`src/core/pcs_pkg.sv`:
```
// package for the program sequencing and stack block
// assumes one core clock and an active-low asynchronous chip reset
package pcs_pkg;
    localparam int PC_W = 14;                     // program counter width
    localparam int PC_LO_W = 8;                   // in-page part
    localparam int PC_HI_W = 6;                   // page part
    localparam logic [13:0] PC_RESET = 14'h0000;  // first fetch address
    localparam logic [7:0] CSP_RESET = 8'h00;     // call stack origin
    localparam logic [7:0] DSP_RESET = 8'h00;     // data stack pointer reset
    localparam logic [7:0] ONE8 = 8'h01;          // unit step for pointers
    // operation requests from the instruction decoder
    typedef enum logic [3:0] {
        PCS_OP_NONE   = 4'h0,  // hold
        PCS_OP_NEXT   = 4'h1,  // advance in page
        PCS_OP_PAGE   = 4'h2,  // page advance instruction
        PCS_OP_CALL   = 4'h3,  // subroutine call to target
        PCS_OP_INTACK = 4'h4,  // interrupt acknowledge to target
        PCS_OP_RET    = 4'h5,  // subroutine return
        PCS_OP_IRET   = 4'h6,  // interrupt return
        PCS_OP_LDCSP  = 4'h7,  // load call stack pointer from accumulator
        PCS_OP_PUSH   = 4'h8,  // data push
        PCS_OP_POP    = 4'h9,  // data pop
        PCS_OP_SWDSP  = 4'hA,  // exchange accumulator and data stack pointer
        PCS_OP_JUMP   = 4'hB   // load target into program counter
    } pcs_op_type;
    // operand address modes
    typedef enum logic [1:0] {
        PCS_AM_IMM = 2'h0,  // constant from second byte
        PCS_AM_DIR = 2'h1,  // one-byte ram address
        PCS_AM_IDX = 2'h2   // constant plus index register
    } pcs_am_type;
    // sequencer states, one-hot
    typedef enum logic [4:0] {
        PCS_ST_IDLE = 5'b00001,  // accepting operations
        PCS_ST_PSH2 = 5'b00010,  // writing second saved byte
        PCS_ST_POP1 = 5'b00100,  // reading second byte back
        PCS_ST_POP2 = 5'b01000,  // reading first byte back
        PCS_ST_DPOP = 5'b10000   // data pop read
    } pcs_state_type;
endpackage : pcs_pkg

```
`src/core/pcs_core.sv`:
```
// program counter, call stack, data stack and operand address generation
// assumes a synchronous ram with one cycle read latency and a decoder that
// issues a new op only while op_ready is high
`timescale 1ns/1ps
// Functional notes
// - 14-bit program counter resets to zero
// - sequencing advances low byte; page op advances upper
// - call or interrupt saves pc and flags, two bytes
// - interrupt ack disables interrupts, writes, increments twice
// - interrupt return pops both bytes, restores flags, enables
// - subroutine return restores pc only, pointer minus two
// - call stack pointer resets zero, loadable from accumulator
// - program counter has no software access path
// - push pre-decrements; pop reads then post-increments
// - data stack pointer resets zero; first push hits top
// - accumulator exchanges with data stack pointer
// - immediate mode uses instruction second byte
// - direct mode uses one-byte ram address
// - indexed mode adds constant and index register
module pcs_core (
    input wire logic clk,
    input wire logic arst_n,
    input wire pcs_pkg::pcs_op_type op,
    input wire logic [13:0] target,
    input wire logic [7:0] acc,
    input wire logic [7:0] push_data,
    input wire logic carry_in,
    input wire logic zero_in,
    input wire pcs_pkg::pcs_am_type am_mode,
    input wire logic [7:0] operand_byte,
    input wire logic [7:0] index_reg,
    input wire logic [7:0] ram_rdata,
    output logic op_ready,
    output logic [13:0] program_counter,
    output logic [7:0] call_stack_pointer,
    output logic [7:0] data_stack_pointer,
    output logic int_enable,
    output logic flags_load,
    output logic carry_out,
    output logic zero_out,
    output logic [7:0] acc_load_data,
    output logic acc_load,
    output logic [7:0] ram_addr,
    output logic [7:0] ram_wdata,
    output logic ram_we,
    output logic ram_re,
    output logic [7:0] operand_addr,
    output logic [7:0] operand_imm,
    output logic operand_is_mem
);
    pcs_pkg::pcs_state_type state_r;
    logic [7:0] save_lo_r;     // second saved byte held for next cycle
    logic restore_flags_r;     // return restores flags too
    logic [7:0] hi_byte_r;     // second byte captured during return
    // declared ahead of every process that steps a pointer with it
    localparam logic [7:0] ONE = pcs_pkg::ONE8;

    assign op_ready = (state_r == pcs_pkg::PCS_ST_IDLE);

    // sequencer; ram reads answer one cycle later
    always_ff @(posedge clk or negedge arst_n) begin
        if (!arst_n) begin
            state_r <= pcs_pkg::PCS_ST_IDLE;
        end else begin
            case (state_r)
                pcs_pkg::PCS_ST_IDLE: begin
                    case (op)
                        pcs_pkg::PCS_OP_CALL,
                        pcs_pkg::PCS_OP_INTACK:
                            state_r <= pcs_pkg::PCS_ST_PSH2;
                        pcs_pkg::PCS_OP_RET,
                        pcs_pkg::PCS_OP_IRET:
                            state_r <= pcs_pkg::PCS_ST_POP1;
                        pcs_pkg::PCS_OP_POP:
                            state_r <= pcs_pkg::PCS_ST_DPOP;
                        default: state_r <= pcs_pkg::PCS_ST_IDLE;
                    endcase
                end
                pcs_pkg::PCS_ST_POP1: state_r <= pcs_pkg::PCS_ST_POP2;
                default: state_r <= pcs_pkg::PCS_ST_IDLE;
            endcase
        end
    end

    // program counter; no software read or write path exists
    always_ff @(posedge clk or negedge arst_n) begin
        if (!arst_n) begin
            program_counter <= pcs_pkg::PC_RESET;
        end else if (state_r == pcs_pkg::PCS_ST_IDLE) begin
            case (op)
                pcs_pkg::PCS_OP_NEXT:
                    program_counter[7:0] <= program_counter[7:0] + ONE;
                pcs_pkg::PCS_OP_PAGE: begin
                    program_counter[13:8] <= program_counter[13:8]
                        + 6'h01;
                    program_counter[7:0] <= 8'h00;
                end
                pcs_pkg::PCS_OP_CALL,
                pcs_pkg::PCS_OP_INTACK,
                pcs_pkg::PCS_OP_JUMP:
                    program_counter <= target;
                default: program_counter <= program_counter;
            endcase
        end else if (state_r == pcs_pkg::PCS_ST_POP2) begin
            // first byte arrives now: flags and pc bits 13:8
            program_counter <= {ram_rdata[5:0], hi_byte_r};
        end
    end

    // second saved byte, low pc bits
    always_ff @(posedge clk or negedge arst_n) begin
        if (!arst_n) begin
            save_lo_r <= 8'h00;
            hi_byte_r <= 8'h00;
            restore_flags_r <= 1'b0;
        end else begin
            if (state_r == pcs_pkg::PCS_ST_IDLE) begin
                save_lo_r <= program_counter[7:0] + ONE;
                restore_flags_r <= (op == pcs_pkg::PCS_OP_IRET);
            end
            if (state_r == pcs_pkg::PCS_ST_POP1) begin
                hi_byte_r <= ram_rdata;
            end
        end
    end

    // call stack pointer
    always_ff @(posedge clk or negedge arst_n) begin
        if (!arst_n) begin
            call_stack_pointer <= pcs_pkg::CSP_RESET;
        end else begin
            case (state_r)
                pcs_pkg::PCS_ST_IDLE: begin
                    case (op)
                        pcs_pkg::PCS_OP_LDCSP:
                            call_stack_pointer <= acc;
                        pcs_pkg::PCS_OP_CALL,
                        pcs_pkg::PCS_OP_INTACK:
                            call_stack_pointer <= call_stack_pointer
                                + ONE;
                        pcs_pkg::PCS_OP_RET,
                        pcs_pkg::PCS_OP_IRET:
                            call_stack_pointer <= call_stack_pointer
                                - ONE;
                        default: call_stack_pointer <= call_stack_pointer;
                    endcase
                end
                pcs_pkg::PCS_ST_PSH2:
                    call_stack_pointer <= call_stack_pointer + ONE;
                pcs_pkg::PCS_ST_POP1:
                    call_stack_pointer <= call_stack_pointer - ONE;
                default: call_stack_pointer <= call_stack_pointer;
            endcase
        end
    end

    // data stack pointer
    always_ff @(posedge clk or negedge arst_n) begin
        if (!arst_n) begin
            data_stack_pointer <= pcs_pkg::DSP_RESET;
        end else if (state_r == pcs_pkg::PCS_ST_IDLE) begin
            if (op == pcs_pkg::PCS_OP_PUSH) begin
                data_stack_pointer <= data_stack_pointer - ONE;
            end else if (op == pcs_pkg::PCS_OP_SWDSP) begin
                data_stack_pointer <= acc;
            end
        end else if (state_r == pcs_pkg::PCS_ST_DPOP) begin
            data_stack_pointer <= data_stack_pointer + ONE;
        end
    end

    // interrupt enable; cleared on acknowledge, set after interrupt return
    always_ff @(posedge clk or negedge arst_n) begin
        if (!arst_n) begin
            int_enable <= 1'b0;
        end else if (state_r == pcs_pkg::PCS_ST_IDLE
                     && op == pcs_pkg::PCS_OP_INTACK) begin
            int_enable <= 1'b0;
        end else if (state_r == pcs_pkg::PCS_ST_POP2 && restore_flags_r) begin
            int_enable <= 1'b1;
        end
    end

    // flag and accumulator results, registered outputs
    always_ff @(posedge clk or negedge arst_n) begin
        if (!arst_n) begin
            flags_load <= 1'b0;
            carry_out <= 1'b0;
            zero_out <= 1'b0;
            acc_load <= 1'b0;
            acc_load_data <= 8'h00;
        end else begin
            // only interrupt return hands flags back
            flags_load <= (state_r == pcs_pkg::PCS_ST_POP2)
                && restore_flags_r;
            // flag values hold between returns, so a plain return
            // never disturbs what the alu sees
            if (state_r == pcs_pkg::PCS_ST_POP2 && restore_flags_r) begin
                carry_out <= ram_rdata[7];
                zero_out <= ram_rdata[6];
            end
            acc_load <= (state_r == pcs_pkg::PCS_ST_DPOP)
                || (state_r == pcs_pkg::PCS_ST_IDLE
                    && op == pcs_pkg::PCS_OP_SWDSP);
            // data holds after the pulse until the next load
            if (state_r == pcs_pkg::PCS_ST_DPOP) begin
                acc_load_data <= ram_rdata;
            end else if (state_r == pcs_pkg::PCS_ST_IDLE
                         && op == pcs_pkg::PCS_OP_SWDSP) begin
                acc_load_data <= data_stack_pointer;
            end
        end
    end

    // ram port, combinational from state and op
    always_comb begin
        ram_addr = 8'h00;
        ram_wdata = 8'h00;
        ram_we = 1'b0;
        ram_re = 1'b0;
        case (state_r)
            pcs_pkg::PCS_ST_IDLE: begin
                case (op)
                    pcs_pkg::PCS_OP_CALL,
                    pcs_pkg::PCS_OP_INTACK: begin
                        // first byte: flags and page bits
                        ram_addr = call_stack_pointer;
                        ram_wdata = {carry_in, zero_in,
                                     program_counter[13:8]};
                        ram_we = 1'b1;
                    end
                    pcs_pkg::PCS_OP_RET,
                    pcs_pkg::PCS_OP_IRET: begin
                        ram_addr = call_stack_pointer - ONE;
                        ram_re = 1'b1;
                    end
                    pcs_pkg::PCS_OP_PUSH: begin
                        ram_addr = data_stack_pointer - ONE;
                        ram_wdata = push_data;
                        ram_we = 1'b1;
                    end
                    pcs_pkg::PCS_OP_POP: begin
                        ram_addr = data_stack_pointer;
                        ram_re = 1'b1;
                    end
                    default: ram_addr = 8'h00;
                endcase
            end
            pcs_pkg::PCS_ST_PSH2: begin
                ram_addr = call_stack_pointer;
                ram_wdata = save_lo_r;
                ram_we = 1'b1;
            end
            pcs_pkg::PCS_ST_POP1: begin
                ram_addr = call_stack_pointer - ONE;
                ram_re = 1'b1;
            end
            default: ram_addr = 8'h00;
        endcase
    end

    // operand address generation
    always_comb begin
        operand_imm = operand_byte;
        case (am_mode)
            pcs_pkg::PCS_AM_DIR: begin
                operand_addr = operand_byte;
                operand_is_mem = 1'b1;
            end
            pcs_pkg::PCS_AM_IDX: begin
                operand_addr = operand_byte + index_reg;
                operand_is_mem = 1'b1;
            end
            default: begin
                operand_addr = 8'h00;
                operand_is_mem = 1'b0;
            end
        endcase
    end
endmodule : pcs_core

```
`config.mk`:
```
export PLATFORM = sky130hd
export DESIGN_NAME = pcs_core
export DESIGN_NICKNAME = d
export VERILOG_FILES = /design/src/core/pcs_pkg.sv /design/src/core/pcs_core.sv
export SDC_FILE = /design/constraint.sdc
export NUM_CORES = 1
export LEC_CHECK = 0
export ABC_AREA = 1
export BUFFER_PORTS_ARGS = -buffer_cell sky130_fd_sc_hd__buf_2
export CORE_ASPECT_RATIO = 0.5
export CORE_UTILIZATION = 40
export CTS_CLUSTER_DIAMETER = 50
export DETAILED_ROUTE_END_ITERATION = 10
export GPL_TIMING_DRIVEN = 0
export HOLD_SLACK_MARGIN = 0.03
export PLACE_DENSITY = 0.62
export SLEW_MARGIN = 5
export SYNTH_ARGS = -nofsm -noshare
export SYNTH_HDL_FRONTEND = slang
export SYNTH_SLANG_ARGS = --single-unit
```
`constraint.sdc`:
```
create_clock -name clk -period 4.1 [get_ports clk]
set_input_delay 0.41 -clock clk [delete_from_list [all_inputs] [get_ports clk]]
set_output_delay 0.41 -clock clk [all_outputs]
set_load 0.01 [all_outputs]
```
# Yosys cells after proc, flatten, opt, wreduce, memory -nomap -nowiden
# Index checks and enable logic that the tools add are counted.
[op_classes]
addsub = 7
eq_ne = 22
muxes = 26
n_reduce_logical = 19
[op_table]
columns = ["operator", "count"]
rows = [
  ["case mux 8 bit (3 select lines)", 4],
  ["two-way mux 8 bit", 6],
  ["case mux 8 bit (2 select lines)", 3],
  ["case mux 8 bit (4 select lines)", 1],
  ["two-way mux 14 bit", 2],
  ["adder 8 x 1 -> 8 bit, second input constant", 3],
  ["== test 4 x 3 -> 1 bit, second input constant", 4],
  ["== test 4 bit, second input constant", 4],
  ["subtractor 8 x 1 -> 8 bit, second input constant", 2],
  ["case mux 5 bit (3 select lines)", 1],
  ["case mux 6 bit (2 select lines)", 1],
  ["case mux 5 bit (2 select lines)", 1],
  ["OR reduction 3 bit", 3],
  ["adder 8 bit", 1],
  ["== test 4 x 2 -> 1 bit, second input constant", 2],
  ["!= test 4 x 1 -> 1 bit, second input constant", 2],
  ["AND reduction 2 bit", 4],
  ["nonzero test 2 bit", 4],
  ["adder 6 x 1 -> 6 bit, second input constant", 1],
  ["!= test 3 x 1 -> 1 bit, second input constant", 2],
  ["OR reduction 2 bit", 3],
  ["== test 5 x 1 -> 1 bit, second input constant", 1],
  ["== test 5 x 2 -> 1 bit, second input constant", 1],
  ["== test 5 x 3 -> 1 bit, second input constant", 1],
  ["10 further kinds", 17],
]
[totals]
ff_bits = 65
input_bits = 64
out_inout_bits = 79
wordCells = 88

# Depth between registers and ports, before layout
[depth]
word_depth = 4
mapped_depth = 11
mapped_depth_nobuf = 11

# Least setup slack after synthesis
# No wires, ideal clock.
[synth_path]
path_kind = "input to output"
from = "input port operand_byte[0]"
to = "output port operand_addr[4]"
arrival_time_ns = 1.574
required_ns = 3.690
setup_slack_ns = 2.116
stages = 7
n_path_buf = 0
path_cell_list = "ha_1 -> inv_1 -> fa_1 -> nor2_1 -> nor3_1 -> nand3b_1 -> a21oi_1"
[synth_via]
elab_chain_cells = 2
[synth_lines]
columns = ["item", "line_no", "text"]
rows = [
  ["start: declaration", "pcs_core.sv:30", "input wire logic [7:0] operand_byte,"],
  ["adder 8 bit", "pcs_core.sv:271", "operand_addr = operand_byte + index_reg;"],
  ["case mux 8 bit (2 select lines)", "pcs_core.sv:265", "case (am_mode)"],
  ["end: declaration", "pcs_core.sv:47", "output logic [7:0] operand_addr,"],
]
# No other way between the ends.

# Final worst setup path
[layout_path]
from = "register state_r[0]"
to = "output port ram_addr[3]"
[layout_via]
elab_chain_cells = 2
word_cells_on_any_way = 4
cone_classes = "3 x eq/ne; 1 x mux"
[layout_lines]
columns = ["item", "line_no", "text"]
rows = [
  ["start: declaration", "pcs_core.sv:51", "pcs_pkg::pcs_state_type state_r;"],
  ["start signal: assignment", "pcs_core.sv:63", "state_r <= pcs_pkg::PCS_ST_IDLE;"],
  ["start signal: assignment", "pcs_core.sv:70", "state_r <= pcs_pkg::PCS_ST_PSH2;"],
  ["start signal: assignment", "pcs_core.sv:73", "state_r <= pcs_pkg::PCS_ST_POP1;"],
  ["== test 5 x 3 -> 1 bit, or another cell as far along", "pcs_core.sv:221", "case (state_r)"],
  ["case mux 8 bit (3 select lines) (*)", "pcs_core.sv:221", ""],
  ["end: declaration", "pcs_core.sv:43", "output logic [7:0] ram_addr,"],
]
# Mark *: on every way between the ends. The rest lies on a longest branch, timed or not.

==> flow_summary.json <==
{
  "yosysWarningCount": 0,
  "syn_area_sq_mm": 0.00516,
  "setup_viol": 0,
  "grt_setup_unrepaired": "no",
  "ios": 143,
  "grt_max_degree": 60,
  "crit_type": "reg2out",
  "numPortBuffers": 142,
  "crit_top_cell": "buf_2",
  "grt_pass1_vias": 5584,
  "root_buffer": "clkbuf_16",
  "timing.setup.tns_ps": 0,
  "m1WireLength_um": 8000,
  "drcViolationCount": 0,
  "cpMaxStageDelayCell": "dfstp_2",
  "fp.dieH_um": 82.3,
  "wl_met3_um": 1240,
  "place_hpwl_um": 13400,
  "dieWidth_um": 163,
  "ant_nets": 0,
  "min_period_over_period_pct": 66.8,
  "crit_buf_inv": 3,
  "synth-seq-area-share_pct": 31.6,
  "via_count": 5785,
  "dr.pass1.iters": 5,
  "postCtsHoldBufs": 1,
  "syn_nets": 864,
  "drtIter0Drc": 504,
  "timing.critical_path.to_type": "primary output",
  "postSynthCellCount": 784,
  "path_cells": "nand3_1 > nor2_4 > buf_2 > buf_2 > o21ai_0 > nand2_1 > buf_2",
  "gp_congestion": 0.971,
  "grt_use_total_pct": 27.2,
  "tightest_slew_ps": 501,
  "diodes": 0,
  "cts.sinks": 65,
  "numCtsBuffers": 9,
  "cap_viol_max_count": 0,
  "worst_path_largest_cell_delay_ps": 580,
  "status": "finished, final reports clean",
  "cts_tree": "done",
  "critPathTopFamily": "buffers and inverters",
  "start_util_pct": 42.3,
  "fin_nets": 1019,
  "max-slew-margin-rel_pct": 66.4,
  "routed_wl_um": 17400,
  "cp.required_ps": 3690,
  "grt_pass1_wl_um": 28100,
  "cts_resized": 0,
  "dr.max_layer_used": "met4",
  "drive_above_1_share_pct": 23.7,
  "leakagePower_nw": 3.48,
  "finClkSkew_ps": 5.29,
  "route.met2.wl_um": 7940,
  "critPathLaunchType": "flop",
  "clk_pin_slew_worst_paths_ps": 60,
  "fmax_ghz": 0.365,
  "clockBufferDepth": 2,
  "postLayoutCoreUtil_pct": 52.6,
  "syn_area_per_cell_sq_um": 6.58,
  "synthToLayoutAreaGrowth_pct": 24.4,
  "hold_class": "in2reg",
  "wl_per_cell_um": 15.7,
  "fin_crit_ps": 2740,
  "row_count": 28,
  "vias_per_cell": 5.22,
  "n_fill_cell": 1272,
  "die_area_sq_mm": 0.0134,
  "hold_viol": 0,
  "drv_slew": 0,
  "overflow": 0,
  "vdd_drop_max_v": 0.000258,
  "clock_latency_ps": 350,
  "ys_ff_latch": 65,
  "post_cts_buffers": 0,
  "cts_max_level": 3,
  "fp.coreArea_sq_mm": 0.0122,
  "yosys.cell_types.count": 43,
  "power_density_mw_per_mm2": 592,
  "cp_max_fo": 10,
  "antenna_found_initial": 0,
  "arrival_ps": 2330
}
==> final cells by class <==
| type | instances | area, sq um | area share, % |
|---|---|---|---|
| plain buffers | 31 | 183 | 2.85 |
| clock inverters | 7 | 77.6 | 1.21 |
| multi-input cells | 604 | 3030 | 47.2 |
| flip-flops and latches | 65 | 1630 | 25.4 |
| well taps | 165 | 206 | 3.22 |
| repair buffers | 144 | 751 | 11.7 |
| clock buffers | 9 | 225 | 3.51 |
| inverters | 84 | 318 | 4.95 |
==> state kept, by name, indices dropped and copies added (netlist names) <==
signal              flops
flags_load              1
zero_out                1
program_counter        14
restore_flags_r         1
data_stack_pointer      8
hi_byte_r               8
save_lo_r               8
int_enable              1
carry_out               1
acc_load                1
state_r                 5
acc_load_data           8
call_stack_pointer      8
==> final timing paths <==
kind	startpoint	endpoint	slack, ps	cells after the start
max	state_r[0]	ram_addr[3]	1360	7
min	ram_rdata[1]	hi_byte_r[1]	330	3
max reg2reg	state_r[0]	call_stack_pointer[1]	2080	8
min reg2reg	carry_out	carry_out	480	2
max in group asynchronous	arst_n	state_r[0]	3090	3
min in group asynchronous	arst_n	call_stack_pointer[6]	430	2
==> cells in the final DEF (no fill, tap or decap), types with 2 or more instances in the layout <==
cell | Yosys | routed
nand2_1 | 232 | 232
buf_2 | 10 | 151
nor2_1 | 89 | 89
inv_1 | 73 | 73
nand3_1 | 70 | 70
dfrtp_1 | 64 | 64
o21ai_0 | 51 | 51
a21oi_1 | 45 | 45
ha_1 | 15 | 15
buf_4 | 12 | 13
xor2_1 | 11 | 11
nand4_1 | 10 | 10
o21ai_1 | 10 | 10
inv_2 | 9 | 9
a22oi_1 | 9 | 9
clkbuf_16 | 0 | 9
o211ai_1 | 8 | 8
clkbuf_1 | 7 | 7
nor2_4 | 7 | 7
o22ai_1 | 6 | 6
nand2_4 | 5 | 5
nand2_2 | 5 | 5
nor2_2 | 4 | 4
or2_2 | 4 | 4
nand3b_1 | 4 | 4
nor3_1 | 4 | 4
xnor2_1 | 3 | 3
inv_6 | 0 | 2
clkinv_4 | 0 | 2
==> report_power, final <==
group	total, mW	switching (mW)	internal [mW]
Sequential	1.19	0.282	0.909
Clock	0.812	0.336	0.476
Combinational	1.80	1.14	0.656
==> metrics by stage <==
step | cells | cell area, sq um | power [mW] | setup slack, ps | hold slack [ps]
floorplan | 784 | 5160 | 2.32 | 2120 | 114
global placement | 1091 | 6070 | 2.95 | 1700 | 465
detailed placement | 1092 | 6100 | 2.98 | 1720 | 250
CTS | 1109 | 6420 | 3.80 | 1350 | 324
global route | 1109 | 6420 | 4.11 | 1240 | 353
finish | 1109 | 6420 | 3.80 | 1360 | 333
==> cell usage after synthesis, drive strengths merged <==
master / instances / share of area (%)
nand2: 242 / 19
nor2: 100 / 8.5
inv: 83 / 6.1
nand3: 71 / 7.0
dfrtp: 64 / 31
o21ai: 63 / 6.4
a21oi: 46 / 4.7
buf: 23 / 2.9
ha: 15 / 3.6
nand4: 11 / 1.6
xor2: 11 / 1.9
a22oi: 9 / 1.3
clkbuf: 8 / 0.61
o211ai: 8 / 1.2
o22ai: 6 / 0.73
nand3b: 4 / 0.58
nor3: 4 / 0.39
or2: 4 / 0.49
xnor2: 3 / 0.51
a21o: 1 / 0.15
a2bb2oi: 1 / 0.17
a31oi: 1 / 0.12
clkinv: 1 / 0.073
dfstp: 1 / 0.51
fa: 1 / 0.39
nor3b: 1 / 0.15
o21a: 1 / 0.15
o22a: 1 / 0.17
==> layer usage <==
| metal | up-vias | track usage [%] |
|---|---|---|
| li1 | 2856 | - |
| met1 | 2690 | 35.9 |
| met2 | 216 | 45.9 |
| met3 | 23 | 5.34 |
| met4 | 0 | 7.66 |
| met5 | - | 0 |
==> worst min-delay path, cell delays in order <==
cell     delay (ps)
buf_2           100
nand2_1          80
nand2_1          60
==> logic make-up after synthesis <==
| group | after synthesis | synth area share, % |
|---|---|---|
| adders and majority gates | 16 | 4.03 |
| buffers and inverters | 115 | 9.70 |
| DFF | 65 | 31.6 |
| AOI/OAI and AO/OA | 137 | 15.0 |
| xor gates and xnor gates | 14 | 2.38 |
| and+or+nand+nor | 437 | 37.3 |
Note: power is estimated with default switching activity, not from simulation.
